$ cat src/include/irwd_consts.svh
// Constants for the infrared wake and seven-segment display block
`ifndef IRWD_CONSTS_SVH
`define IRWD_CONSTS_SVH
`define IRWD_CLK_NS 8
`define IRWD_SAMPLE_NS 100000
`define IRWD_SCAN_NS 3276800
`define IRWD_WAIT_STATES 16
`define IRWD_WAIT_MIN 8
`define IRWD_WAIT_MAX 16384
`define IRWD_STAB_CYCLES 32
`define IRWD_BIT_THRESH 8'd17
`define IRWD_LEADER_MIN 8'd40
`define IRWD_GAP_MAX 8'hff
`define IRWD_LAST_BIT 3'd7
`define IRWD_LAST_BYTE 2'd3
`define IRWD_SEG_DASH 8'h02
`define IRWD_SEG_BLANK 8'h00
`define IRWD_FIFO_WIDTH 8
`define IRWD_FIFO_DEPTH 16
`endif

$ cat src/include/irwd_pkg.sv
// Types and segment decode shared by the display block
package irwd_pkg;
  typedef enum logic [1:0] {ST_STANDBY, ST_WAKE, ST_RECEIVE, ST_SHOW} irwd_state_e;
  typedef logic [7:0] irwd_seg_t;

  // Hex nibble to segments a..g,dp on bits 7..0, high lights
  function automatic irwd_seg_t irwd_hex_seg(input logic [3:0] nib);
    irwd_seg_t s;
    s = 8'h00;
    unique case (nib)
      4'h0: s = 8'hfc;
      4'h1: s = 8'h60;
      4'h2: s = 8'hda;
      4'h3: s = 8'hf2;
      4'h4: s = 8'h66;
      4'h5: s = 8'hb6;
      4'h6: s = 8'hbe;
      4'h7: s = 8'he4;
      4'h8: s = 8'hfe;
      4'h9: s = 8'hf6;
      4'ha: s = 8'hee;
      4'hb: s = 8'h3e;
      4'hc: s = 8'h9c;
      4'hd: s = 8'h7a;
      4'he: s = 8'h9e;
      4'hf: s = 8'h8e;
    endcase
    return s;
  endfunction
endpackage

$ cat src/include/irwd_stream_if.sv
// Valid/ready byte stream between receiver, buffer and display
`timescale 1ns/10ps
interface irwd_stream_if #(parameter int WIDTH = 8);
  logic [WIDTH-1:0] data; // Payload
  logic valid; // Source has data
  logic ready; // Sink takes data
  modport source(output data, output valid, input ready);
  modport sink(input data, input valid, output ready);
endinterface

$ cat src/rtl/irwd_fifo.sv
// Synchronous FIFO holding received bytes until the display takes them
`timescale 1ns/10ps
`include "irwd_consts.svh"
module irwd_fifo import irwd_pkg::*; #(
  parameter int WIDTH = `IRWD_FIFO_WIDTH,
  parameter int DEPTH = `IRWD_FIFO_DEPTH
) (
  input wire logic core_clk,
  input wire logic rst,
  input wire logic flush,
  irwd_stream_if.sink in_if,
  irwd_stream_if.source out_if
);
  localparam int AW = $clog2(DEPTH);

  // Pointer wrap relies on a power-of-two depth
  if (DEPTH < 2 || (1 << AW) != DEPTH) begin : g_bad_depth
    $error("irwd_fifo: DEPTH must be a power of two, at least 2");
  end

  logic [WIDTH-1:0] mem [DEPTH]; // Storage array
  logic [AW-1:0] wr_ptr; // Next write slot
  logic [AW-1:0] rd_ptr; // Next read slot
  logic [AW:0] count; // Words held
  logic do_wr; // Push this cycle
  logic do_rd; // Pop this cycle

  // Honest flags straight from the count, both held low during flush
  assign in_if.ready = (count != (AW+1)'(DEPTH)) && !flush;
  assign out_if.valid = (count != '0) && !flush;
  assign out_if.data = mem[rd_ptr];
  assign do_wr = in_if.valid && in_if.ready;
  assign do_rd = out_if.valid && out_if.ready;

  // Storage write, no reset needed on data
  always_ff @(posedge core_clk) begin
    if (do_wr) begin
      mem[wr_ptr] <= in_if.data;
    end
  end

  // Pointers and count; flush empties in one cycle
  always_ff @(posedge core_clk or posedge rst) begin
    if (rst) begin
      wr_ptr <= '0;
      rd_ptr <= '0;
      count <= '0;
    end else if (flush) begin
      wr_ptr <= '0;
      rd_ptr <= '0;
      count <= '0;
    end else begin
      if (do_wr) begin
        wr_ptr <= wr_ptr + 1'b1;
      end
      if (do_rd) begin
        rd_ptr <= rd_ptr + 1'b1;
      end
      count <= count + (AW+1)'(do_wr) - (AW+1)'(do_rd);
    end
  end
endmodule

$ cat src/rtl/irwd_top.sv
// Infrared wake, frame receiver and two-digit seven-segment display
// Function
// - Wake line low in standby starts wake
// - Wait stabilization plus programmable 8..16384 states
// - Waiting count supports sixteen states
// - Sample infrared input every 0.1 ms
// - Frame is four bytes, all stored
// - Bits enter each byte LSB first
// - Show one byte as two hex digits
// - Swap lit digit every 3.2768 ms
// - Exactly one digit select active, alternating
// - Advance button steps bytes, then dashes
// - Sleep button after display returns to standby
// - Segment outputs are active high
// - Wake interrupt masked until standby again
`timescale 1ns/10ps
`include "irwd_consts.svh"
module irwd_top import irwd_pkg::*; #(
  parameter int SAMPLE_CYCLES = `IRWD_SAMPLE_NS / `IRWD_CLK_NS,
  parameter int SCAN_CYCLES = `IRWD_SCAN_NS / `IRWD_CLK_NS,
  parameter int WAIT_STATES = `IRWD_WAIT_STATES,
  parameter int STAB_CYCLES = `IRWD_STAB_CYCLES
) (
  input wire logic core_clk,
  input wire logic rst,
  input wire logic wake_irq_input,
  input wire logic ir_sample_input,
  input wire logic advance_button_input,
  input wire logic sleep_button_input,
  output logic [7:0] segment_out,
  output logic digit_select_a,
  output logic digit_select_b,
  output logic active_mode
);
  localparam int WAKE_TOTAL = STAB_CYCLES + WAIT_STATES;

  // Refuse settings the counters cannot serve
  if (WAIT_STATES < `IRWD_WAIT_MIN || WAIT_STATES > `IRWD_WAIT_MAX ||
      STAB_CYCLES < 1 || WAKE_TOTAL >= 65536 ||
      SAMPLE_CYCLES < 3 || SAMPLE_CYCLES >= (1 << 20) ||
      SCAN_CYCLES < 2 || SCAN_CYCLES >= (1 << 20)) begin : g_bad_param
    $error("irwd_top: parameter out of range");
  end

  irwd_state_e st; // Operating mode
  logic irq_en; // Wake interrupt enable
  logic [15:0] wait_cnt; // Wake delay counter
  logic [19:0] samp_cnt; // Sample compare timer
  logic [19:0] scan_cnt; // Scan timer
  logic sample_tick; // Sample event
  logic scan_tick; // Scan overflow
  logic rx_run; // Receiver not stalled
  logic ir_prev; // Level at previous sample
  logic ir_fall; // Pulse start seen at sample
  logic [7:0] gap; // Samples since last pulse start
  logic in_frame; // Leader seen
  logic [2:0] bit_cnt; // Bit within byte
  logic [1:0] byte_cnt; // Byte within frame
  logic [7:0] rx_byte; // Assembly shift register
  logic new_bit; // Decoded bit value
  logic bit_ok; // Data bit decoded this sample
  logic push_valid; // Byte waiting for buffer
  logic [7:0] push_data; // Byte to buffer
  logic push_done; // Buffer took byte
  logic first_show; // Load first byte on entry
  logic take; // Display pulls a byte
  logic [7:0] shown; // Byte on display
  logic show_end; // Dash indication
  logic digit; // 0 lights low nibble digit
  logic adv_prev; // Advance button history
  logic sleep_prev; // Sleep button history
  logic adv_edge; // Advance press
  logic sleep_edge; // Sleep press
  logic flush; // Drop buffered bytes
  logic [7:0] next_seg; // Segment pattern to latch

  irwd_stream_if #(.WIDTH(8)) push_if ();
  irwd_stream_if #(.WIDTH(8)) pop_if ();

  // Buffer sits between the bit receiver and the display
  irwd_fifo #(.WIDTH(`IRWD_FIFO_WIDTH), .DEPTH(`IRWD_FIFO_DEPTH)) u_fifo (
    .core_clk(core_clk),
    .rst(rst),
    .flush(flush),
    .in_if(push_if.sink),
    .out_if(pop_if.source)
  );

  assign push_if.data = push_data;
  assign push_if.valid = push_valid;
  assign push_done = push_valid && push_if.ready;
  // A full buffer holds the receiver, so no sample is lost unseen
  assign rx_run = (st == ST_RECEIVE) && !push_valid;
  assign sample_tick = rx_run && (samp_cnt == 20'(SAMPLE_CYCLES - 1));
  assign scan_tick = scan_cnt == 20'(SCAN_CYCLES - 1);
  assign ir_fall = sample_tick && ir_prev && !ir_sample_input;
  assign bit_ok = ir_fall && in_frame && (gap < `IRWD_LEADER_MIN);
  assign new_bit = gap > `IRWD_BIT_THRESH;
  assign adv_edge = advance_button_input && !adv_prev;
  assign sleep_edge = sleep_button_input && !sleep_prev;
  assign flush = (st == ST_SHOW) && sleep_edge;
  assign take = (st == ST_SHOW) && (first_show || adv_edge);
  assign pop_if.ready = take;
  assign digit_select_a = !digit;
  assign digit_select_b = digit;
  assign active_mode = st != ST_STANDBY;

  // Mode sequencing: standby, wake delay, receive, display
  always_ff @(posedge core_clk or posedge rst) begin
    if (rst) begin
      st <= ST_STANDBY;
      wait_cnt <= '0;
    end else begin
      unique case (st)
        ST_STANDBY: begin
          wait_cnt <= '0;
          // Receiver line pulls low on incoming light
          if (irq_en && !wake_irq_input) begin
            st <= ST_WAKE;
          end
        end
        ST_WAKE: begin
          wait_cnt <= wait_cnt + 16'd1;
          if (wait_cnt == 16'(WAKE_TOTAL - 1)) begin
            st <= ST_RECEIVE;
          end
        end
        ST_RECEIVE: begin
          if (push_done && byte_cnt == `IRWD_LAST_BYTE) begin
            st <= ST_SHOW;
          end
        end
        ST_SHOW: begin
          if (sleep_edge) begin
            st <= ST_STANDBY;
          end
        end
      endcase
    end
  end

  // Wake interrupt masked once taken, rearmed on return to standby
  always_ff @(posedge core_clk or posedge rst) begin
    if (rst) begin
      irq_en <= 1'b1;
    end else if (st == ST_STANDBY && irq_en && !wake_irq_input) begin
      irq_en <= 1'b0;
    end else if (flush) begin
      irq_en <= 1'b1;
    end
  end

  // Sample compare timer, runs only while receiving
  always_ff @(posedge core_clk or posedge rst) begin
    if (rst) begin
      samp_cnt <= '0;
    end else if (!rx_run) begin
      samp_cnt <= (st == ST_RECEIVE) ? samp_cnt : '0;
    end else if (sample_tick) begin
      samp_cnt <= '0;
    end else begin
      samp_cnt <= samp_cnt + 20'd1;
    end
  end

  // Pulse-position decode: count samples between pulse starts
  always_ff @(posedge core_clk or posedge rst) begin
    if (rst) begin
      ir_prev <= 1'b1;
      gap <= '0;
      in_frame <= 1'b0;
      bit_cnt <= '0;
      rx_byte <= '0;
    end else if (st != ST_RECEIVE) begin
      ir_prev <= 1'b1;
      gap <= '0;
      in_frame <= 1'b0;
      bit_cnt <= '0;
    end else if (sample_tick) begin
      ir_prev <= ir_sample_input;
      if (ir_fall) begin
        gap <= '0;
        if (gap >= `IRWD_LEADER_MIN) begin
          // Long gap is a leader: restart the frame
          in_frame <= 1'b1;
          bit_cnt <= '0;
        end else if (in_frame) begin
          rx_byte <= {new_bit, rx_byte[7:1]};
          bit_cnt <= bit_cnt + 3'd1;
        end
      end else if (gap != `IRWD_GAP_MAX) begin
        gap <= gap + 8'd1;
      end else begin
        in_frame <= 1'b0; // Line dead too long, drop partial frame
      end
    end
  end

  // Completed byte is offered to the buffer
  always_ff @(posedge core_clk or posedge rst) begin
    if (rst) begin
      push_valid <= 1'b0;
      push_data <= '0;
      byte_cnt <= '0;
    end else begin
      if (bit_ok && bit_cnt == `IRWD_LAST_BIT) begin
        push_valid <= 1'b1;
        push_data <= {new_bit, rx_byte[7:1]};
      end else if (push_done) begin
        push_valid <= 1'b0;
      end
      if (st != ST_RECEIVE) begin
        byte_cnt <= '0;
      end else if (push_done) begin
        byte_cnt <= byte_cnt + 2'd1;
      end
    end
  end

  // Button press edges; switches assumed already debounced
  always_ff @(posedge core_clk or posedge rst) begin
    if (rst) begin
      adv_prev <= 1'b0;
      sleep_prev <= 1'b0;
    end else begin
      adv_prev <= advance_button_input;
      sleep_prev <= sleep_button_input;
    end
  end

  // Byte selection: first byte on entry, next on each advance
  always_ff @(posedge core_clk or posedge rst) begin
    if (rst) begin
      first_show <= 1'b0;
      shown <= '0;
      show_end <= 1'b0;
    end else begin
      first_show <= (st == ST_RECEIVE) && push_done && byte_cnt == `IRWD_LAST_BYTE;
      if (st != ST_SHOW) begin
        // Stale dashes must not greet the next frame
        show_end <= 1'b0;
      end else if (take) begin
        if (pop_if.valid) begin
          shown <= pop_if.data;
          show_end <= 1'b0;
        end else begin
          show_end <= 1'b1;
        end
      end
    end
  end

  // Scan timer free-runs so the digits never freeze
  always_ff @(posedge core_clk or posedge rst) begin
    if (rst) begin
      scan_cnt <= '0;
      digit <= 1'b0;
    end else if (scan_tick) begin
      scan_cnt <= '0;
      digit <= !digit;
    end else begin
      scan_cnt <= scan_cnt + 20'd1;
    end
  end

  // Pattern for the lit digit; blank outside display mode
  always_comb begin
    next_seg = `IRWD_SEG_BLANK;
    if (st == ST_SHOW && !first_show) begin
      if (show_end) begin
        next_seg = `IRWD_SEG_DASH;
      end else if (digit) begin
        next_seg = irwd_hex_seg(shown[7:4]);
      end else begin
        next_seg = irwd_hex_seg(shown[3:0]);
      end
    end
  end

  // Segment register, high level lights a segment
  always_ff @(posedge core_clk or posedge rst) begin
    if (rst) begin
      segment_out <= `IRWD_SEG_BLANK;
    end else begin
      segment_out <= next_seg;
    end
  end

  // Helper: cycles spent in the wake delay
  logic [15:0] wake_age;
  always_ff @(posedge core_clk or posedge rst) begin
    if (rst) begin
      wake_age <= '0;
    end else begin
      wake_age <= (st == ST_WAKE) ? wake_age + 16'd1 : '0;
    end
  end
endmodule

$ cat config.mk
export PLATFORM = sky130hd
export DESIGN_NAME = irwd_top
export DESIGN_NICKNAME = d
export VERILOG_FILES = /design/src/include/irwd_pkg.sv /design/src/include/irwd_stream_if.sv /design/src/rtl/irwd_fifo.sv /design/src/rtl/irwd_top.sv
export VERILOG_INCLUDE_DIRS = /design/src /design/src/include
export SDC_FILE = /design/constraint.sdc
export NUM_CORES = 1
export LEC_CHECK = 0
export ABC_AREA = 1
export BUFFER_PORTS_ARGS = -buffer_cell sky130_fd_sc_hd__buf_2
export CORE_ASPECT_RATIO = 0.5
export CORE_MARGIN = 8
export CORE_UTILIZATION = 40
export CTS_CLUSTER_SIZE = 30
export DETAILED_ROUTE_END_ITERATION = 16
export PLACE_DENSITY = 0.54
export SETUP_SLACK_MARGIN = 0.4
export SLEW_MARGIN = 10
export SYNTH_ARGS = -nofsm -noshare
export SYNTH_HDL_FRONTEND = slang
export SYNTH_SLANG_ARGS = --single-unit
export TNS_END_PERCENT = 50
$ cat constraint.sdc
create_clock -name core_clk -period 5.7 [get_ports core_clk]
set_input_delay 1.14 -clock core_clk [delete_from_list [all_inputs] [get_ports core_clk]]
set_output_delay 1.14 -clock core_clk [all_outputs]
set_load 0.01 [all_outputs]
* Yosys cells after proc, flatten, opt, wreduce, memory -nomap -nowiden
Memory sizes are Yosys's and may differ from the RTL's. A register that Yosys moved wholly into a read port is not among the register bits. Cells that the tools add are included.
Word-level totals: memories 3, bits in read-only memories 224, bits in writable memories 128, word-level logic and storage cells 156, output and inout port bits 11, bits in registers 117, input bits 6
Operators by class: equal/unequal tests 19, bitwise gates (word level) 3, add/sub/neg operators 10, reductions and logical operators 51, magnitude comparators 3, muxes and demuxes 45
Memories:
- u_fifo.mem | depth 16, bits a word 8, rd ports 1, clocked after Yosys merged registers in 1, wr ports 1, RTL line irwd_fifo.sv:21 | logic [WIDTH-1:0] mem [DEPTH];
- (no name shown) | depth 16, bits a word 7, rd ports 1, clocked after Yosys merged registers in 0, wr ports 0, RTL line irwd_pkg.sv:10 | unique case (nib)
- (no name shown) | depth 16, bits a word 7, rd ports 1, clocked after Yosys merged registers in 0, wr ports 0, RTL line irwd_pkg.sv:10
Operator list (count):
- 2-to-1 mux 20 bit | 4
- 2-to-1 mux 8 bit | 7
- adder 20 x 1 -> 20 bit, second input constant | 2
- one-hot mux 16 bit (2 select lines) | 1
- logical AND 1 bit | 22
- equality test 20 x 14 -> 1 bit, second input constant | 1
- equality test 20 x 19 -> 1 bit, second input constant | 1
- nonzero test 2 bit | 10
- adder 16 x 1 -> 16 bit, second input constant | 1
- equality test 16 x 6 -> 1 bit, second input constant | 1
- 2-to-1 mux 1 bit | 16
- 2-to-1 mux 4 bit | 4
- 2-to-1 mux 3 bit | 5
- 2-to-1 mux 2 bit | 6
- != test 2 bit, second input constant | 6
- AND reduction 3 bit | 3
- adder 4 x 1 -> 4 bit, second input constant | 2
- adder 8 x 1 -> 8 bit, second input constant | 1
- >= comparator 8 x 6 -> 1 bit, second input constant | 1
- > comparator 8 x 5 -> 1 bit, second input constant | 1
- zero test 1 bit | 8
- less-than comparator 8 x 6 -> 1 bit, second input constant | 1
- != test 8 bit, second input constant | 1
- one-hot mux 2 bit (4 select lines) | 1
- 20 further kinds | 25

* Depth between registers and ports, before layout
depth in word-level cells 9, mapped depth 17, depth with buffers taken out 16

* Hierarchy
A second synthesis with hierarchy kept.
Second synthesis, totals: cells, all modules 1448, area, all modules 12744.7 um^2
Modules (own cells, without submodules):
- irwd_fifo | cells an instance 643, times used 1, area an instance 6475.0 um^2
- irwd_top | cells an instance 805, times used 1, area an instance 6269.8 um^2

* Worst setup path after synthesis
OpenSTA, ideal clock, no wires.
kind input-to-reg, from in sleep_button_input, to reg u_fifo.count[4], path buffers 1, arrival time 3.194 ns, data required time 5.580 ns, cell stages on the path 15, library setup time 0.120 ns, setup slack 2.386 ns, path through nand3_2 > nand2_1 > nor2_1 > clkbuf_1 > ha_1 > inv_1 > ha_1 > inv_1 > fa_1 > inv_1 > nand2_1 > a21oi_1 > nor2_1 > xor2_1 > nor2_1
On the way: cells in the longest elaborated chain, start to end 8, elaborated cells between the ends (all ways) 10, classes of those cells add/sub: 2; mux: 1; reduce/logical: 7
Ends and longest elaborated chain:
- start, declared | RTL line irwd_top.sv:29 | input wire logic sleep_button_input,
- logical AND 1 bit (*) | RTL line irwd_top.sv:100 | assign sleep_edge = sleep_button_input && !sleep_prev;
- logical AND 1 bit (*) | RTL line irwd_top.sv:101 | assign flush = (st == ST_SHOW) && sleep_edge;
- zero test 1 bit | RTL line irwd_fifo.sv:29, irwd_fifo.sv:30
- logical AND 1 bit | RTL line irwd_fifo.sv:29 | assign in_if.ready = (count != (AW+1)'(DEPTH)) && !flush;
- logical AND 1 bit | RTL line irwd_fifo.sv:32 | assign do_wr = in_if.valid && in_if.ready;
- adder 5 x 1 -> 5 bit | RTL line irwd_fifo.sv:59 | count <= count + (AW+1)'(do_wr) - (AW+1)'(do_rd);
- subtractor 5 x 1 -> 5 bit | RTL line irwd_fifo.sv:59
- 2-to-1 mux 5 bit (*) | RTL line irwd_fifo.sv:48 | end else if (flush) begin
- end signal, assigned | RTL line irwd_fifo.sv:59
- end, declared | RTL line irwd_fifo.sv:24 | logic [AW:0] count;
Every way passes the cells marked *; elsewhere a longest branch is shown, timed or not. A chain may end at the register's enable or synchronous reset.

* Final worst setup path
Ends and elaborated chain as after synthesis.

==> qor.yml <==
status: "complete, no violations"
yosysSeqAreaShare: 0.584
fillers: 2755
period_minus_slack_ns: 3.41
leakage_nw: 5.67
power_frac_seq: 0.409
die_h_um: 138
vias: 8558
path_clk_slew_ns: 0.07
initial_core_util: 0.408
drtIter0Drc: 821
yosysWarnings: 0
avgSynthCellArea_um2: 9.55
antenna_found_initial: 0
period_share: 0.598
ir_drop_mv: 0.183
fin_worst_skew_ns: 0.0145
grt_pass1_vias: 8278
rows: 44
post_cts_resized: 0
worstPathRequired_ns: 6.17
post_cts_buffers: 0
area_growth_pct: 10.8
cts-root-buf: "clkbuf_16"
htree_levels: 1
cellPowerDensity_nw_per_um2: 398
overflow: 0
path_class: "input pin to flop"
setup_viol: 0
chipWidth_um: 260
ant_nets: 0
n_antenna_cell: 0
r2r_slack_ns: 2.32
insertion_delay_ns: 0.55
pwr-share-comb: 0.260
max_freq_mhz: 293
layout.nets: 1290
track_usage: 0.148
cp-start-kind: "input pin"
synth_cell_types: 43
ctsHoldBuffers: 0
synth_top_area_frac: 0.324
swShare: 0.344
yosys-top-cells-area: "edfxtp_1, dfrtp_1, nand2_1"
worstPathArrival_ns: 3.88
cts_inserted_buffers: 25
max-clock-path-buffers: 3
core_area_um2: 29100
synth_area_um2: 11900
hold_class: "flop to flop"
dieArea_um2: 35800
ys.flop_type: "edfxtp_1"
synthCells: 1242
gp_congestion: 0.852
synth-edff-count: 128
mostFrequentLayoutCell: "nand2_1"
via_per_inst: 5.16
cp_max_fo: 15
wire_per_inst_um: 15.9
synth_area_leader_cell: "edfxtp_1"
whs_ns: 0.485
synthArstFlopShare: 0.490
p_int_mw: 3.43
place_hpwl_mm: 17.4
slew-limit-headroom: 0.293
cts_tree: "done"
drive_above_1_share: 0.0733
cts.sinks: 251
finalHoldViolations: 0
ios: 17
io_buffers: 15
worst_pin_slew_ns: 1.06
wirelength_mm: 26.4
grt_max_degree: 69
first_pass_iters: 5
grt_pass1_wl_mm: 43.2
pwr-share-clk: 0.331
drv_cap: 0
rsz0062_at_grt: "false"
maxSlewViolCount: 0
synthesis.nets: 1283
ys_ff_latch: 251
drc: 0
tns_ns: 0
switchingPower_mw: 1.80
layout_common_cells: "nand2_1, nor2_1, inv_1"
endpoint_kind: "flop"
==> worst paths after layout <==
kind                               startpoint  cells past startpoint               end
max                        sleep_button_input                     15   u_fifo.count[4]
min                              samp_cnt[18]                      2      samp_cnt[18]
max reg2reg                             st[0]                     15   u_fifo.count[4]
min reg2reg                      samp_cnt[18]                      2      samp_cnt[18]
max in group asynchronous                 rst                      3  u_fifo.rd_ptr[0]
min in group asynchronous                 rst                      2      scan_cnt[16]
==> power groups by stage <==
stage | clock [mW] | sequential [mW] | combinational (mW)
after floorplan | 0 | 2.11 | 0.991
after global placement | 0 | 2.17 | 1.33
after detailed placement | 0 | 2.17 | 1.35
after CTS | 1.78 | 2.14 | 1.36
after global routing | 1.84 | 2.16 | 1.53
final | 1.73 | 2.14 | 1.36
==> routing by layer <==
layer	routed length, um	GRT usage
met4	508	0.0384
met5	0	0
met3	1230	0.0247
met2	11900	0.241
met1	12700	0.204
==> metrics by stage <==
stage	power [mW]	worst slack (ns)	instances	instance area, um2	utilization
global route	5.52	1.98	1659	13100	0.452
finish	5.23	2.29	1659	13100	0.452
CTS	5.27	2.32	1659	13100	0.452
detailed placement	3.52	1.76	1613	12300	0.423
floorplan	3.10	1.29	1242	11900	-
global placement	3.50	1.85	1613	12300	0.423
==> critical path: stages <==
cell,delay [ns]
buf_2,0.13
nand3_2,0.20
nand2_1,0.11
nor2_1,0.72
ha_1,0.37
inv_1,0.06
ha_1,0.16
inv_1,0.06
fa_1,0.35
inv_1,0.09
nand2_1,0.06
a21oi_1,0.14
nor2_1,0.07
xor2_1,0.13
nor2_1,0.10
==> layout make-up <==
class	instances	area [um2]	area share
clock buffers	29	661	0.0502
flip-flops and latches	251	6930	0.527
inverters	144	543	0.0413
repair buffers	19	105	0.00799
well taps	391	489	0.0372
multi-input cells	808	4230	0.321
clock inverters	17	199	0.0151
==> cells in the mapped netlist (2+ instances only) <==
cell      instances
nand2_1         204
nor2_1          182
inv_1           136
edfxtp_1        128
o21ai_0         122
dfrtp_1         121
nand3_1          60
ha_1             34
a21oi_1          31
clkbuf_1         30
o211ai_1         29
xor2_1           23
nand4_1          18
o21ai_1          14
nor3_1           13
o22ai_1          11
o21ai_2           9
o221ai_1          9
a31oi_1           7
buf_2             6
nor2_2            6
clkinv_1          5
or2_2             5
xnor2_1           4
a22o_1            3
a22oi_1           3
inv_2             3
nand3_2           3
o21a_1            3
buf_6             2
dfstp_2           2
nor2_4            2
nor3_2            2
nor4_1            2
o31ai_1           2
==> sequential cells by signal, summed over array words and instances, names as in the netlist, 2 cells and up <==
register       count
st                 2
rx_byte            7
wait_cnt          16
gap                8
bit_cnt            3
u_fifo.wr_ptr      4
samp_cnt          20
segment_out        7
byte_cnt           2
u_fifo.mem       128
scan_cnt          20
shown              8
u_fifo.count       5
u_fifo.rd_ptr      4
push_data          8
==> cell families after synthesis <==
group / share of synthesized area
and+or+nand+nor: 0.178
buffers and inverters: 0.0601
DFF: 0.584
AOI/OAI and AO/OA: 0.120
xor gates and xnor gates: 0.0199
other: 0.000316
adders and majority gates: 0.0375
No activity file was read; power rests on OpenSTA's default activity.
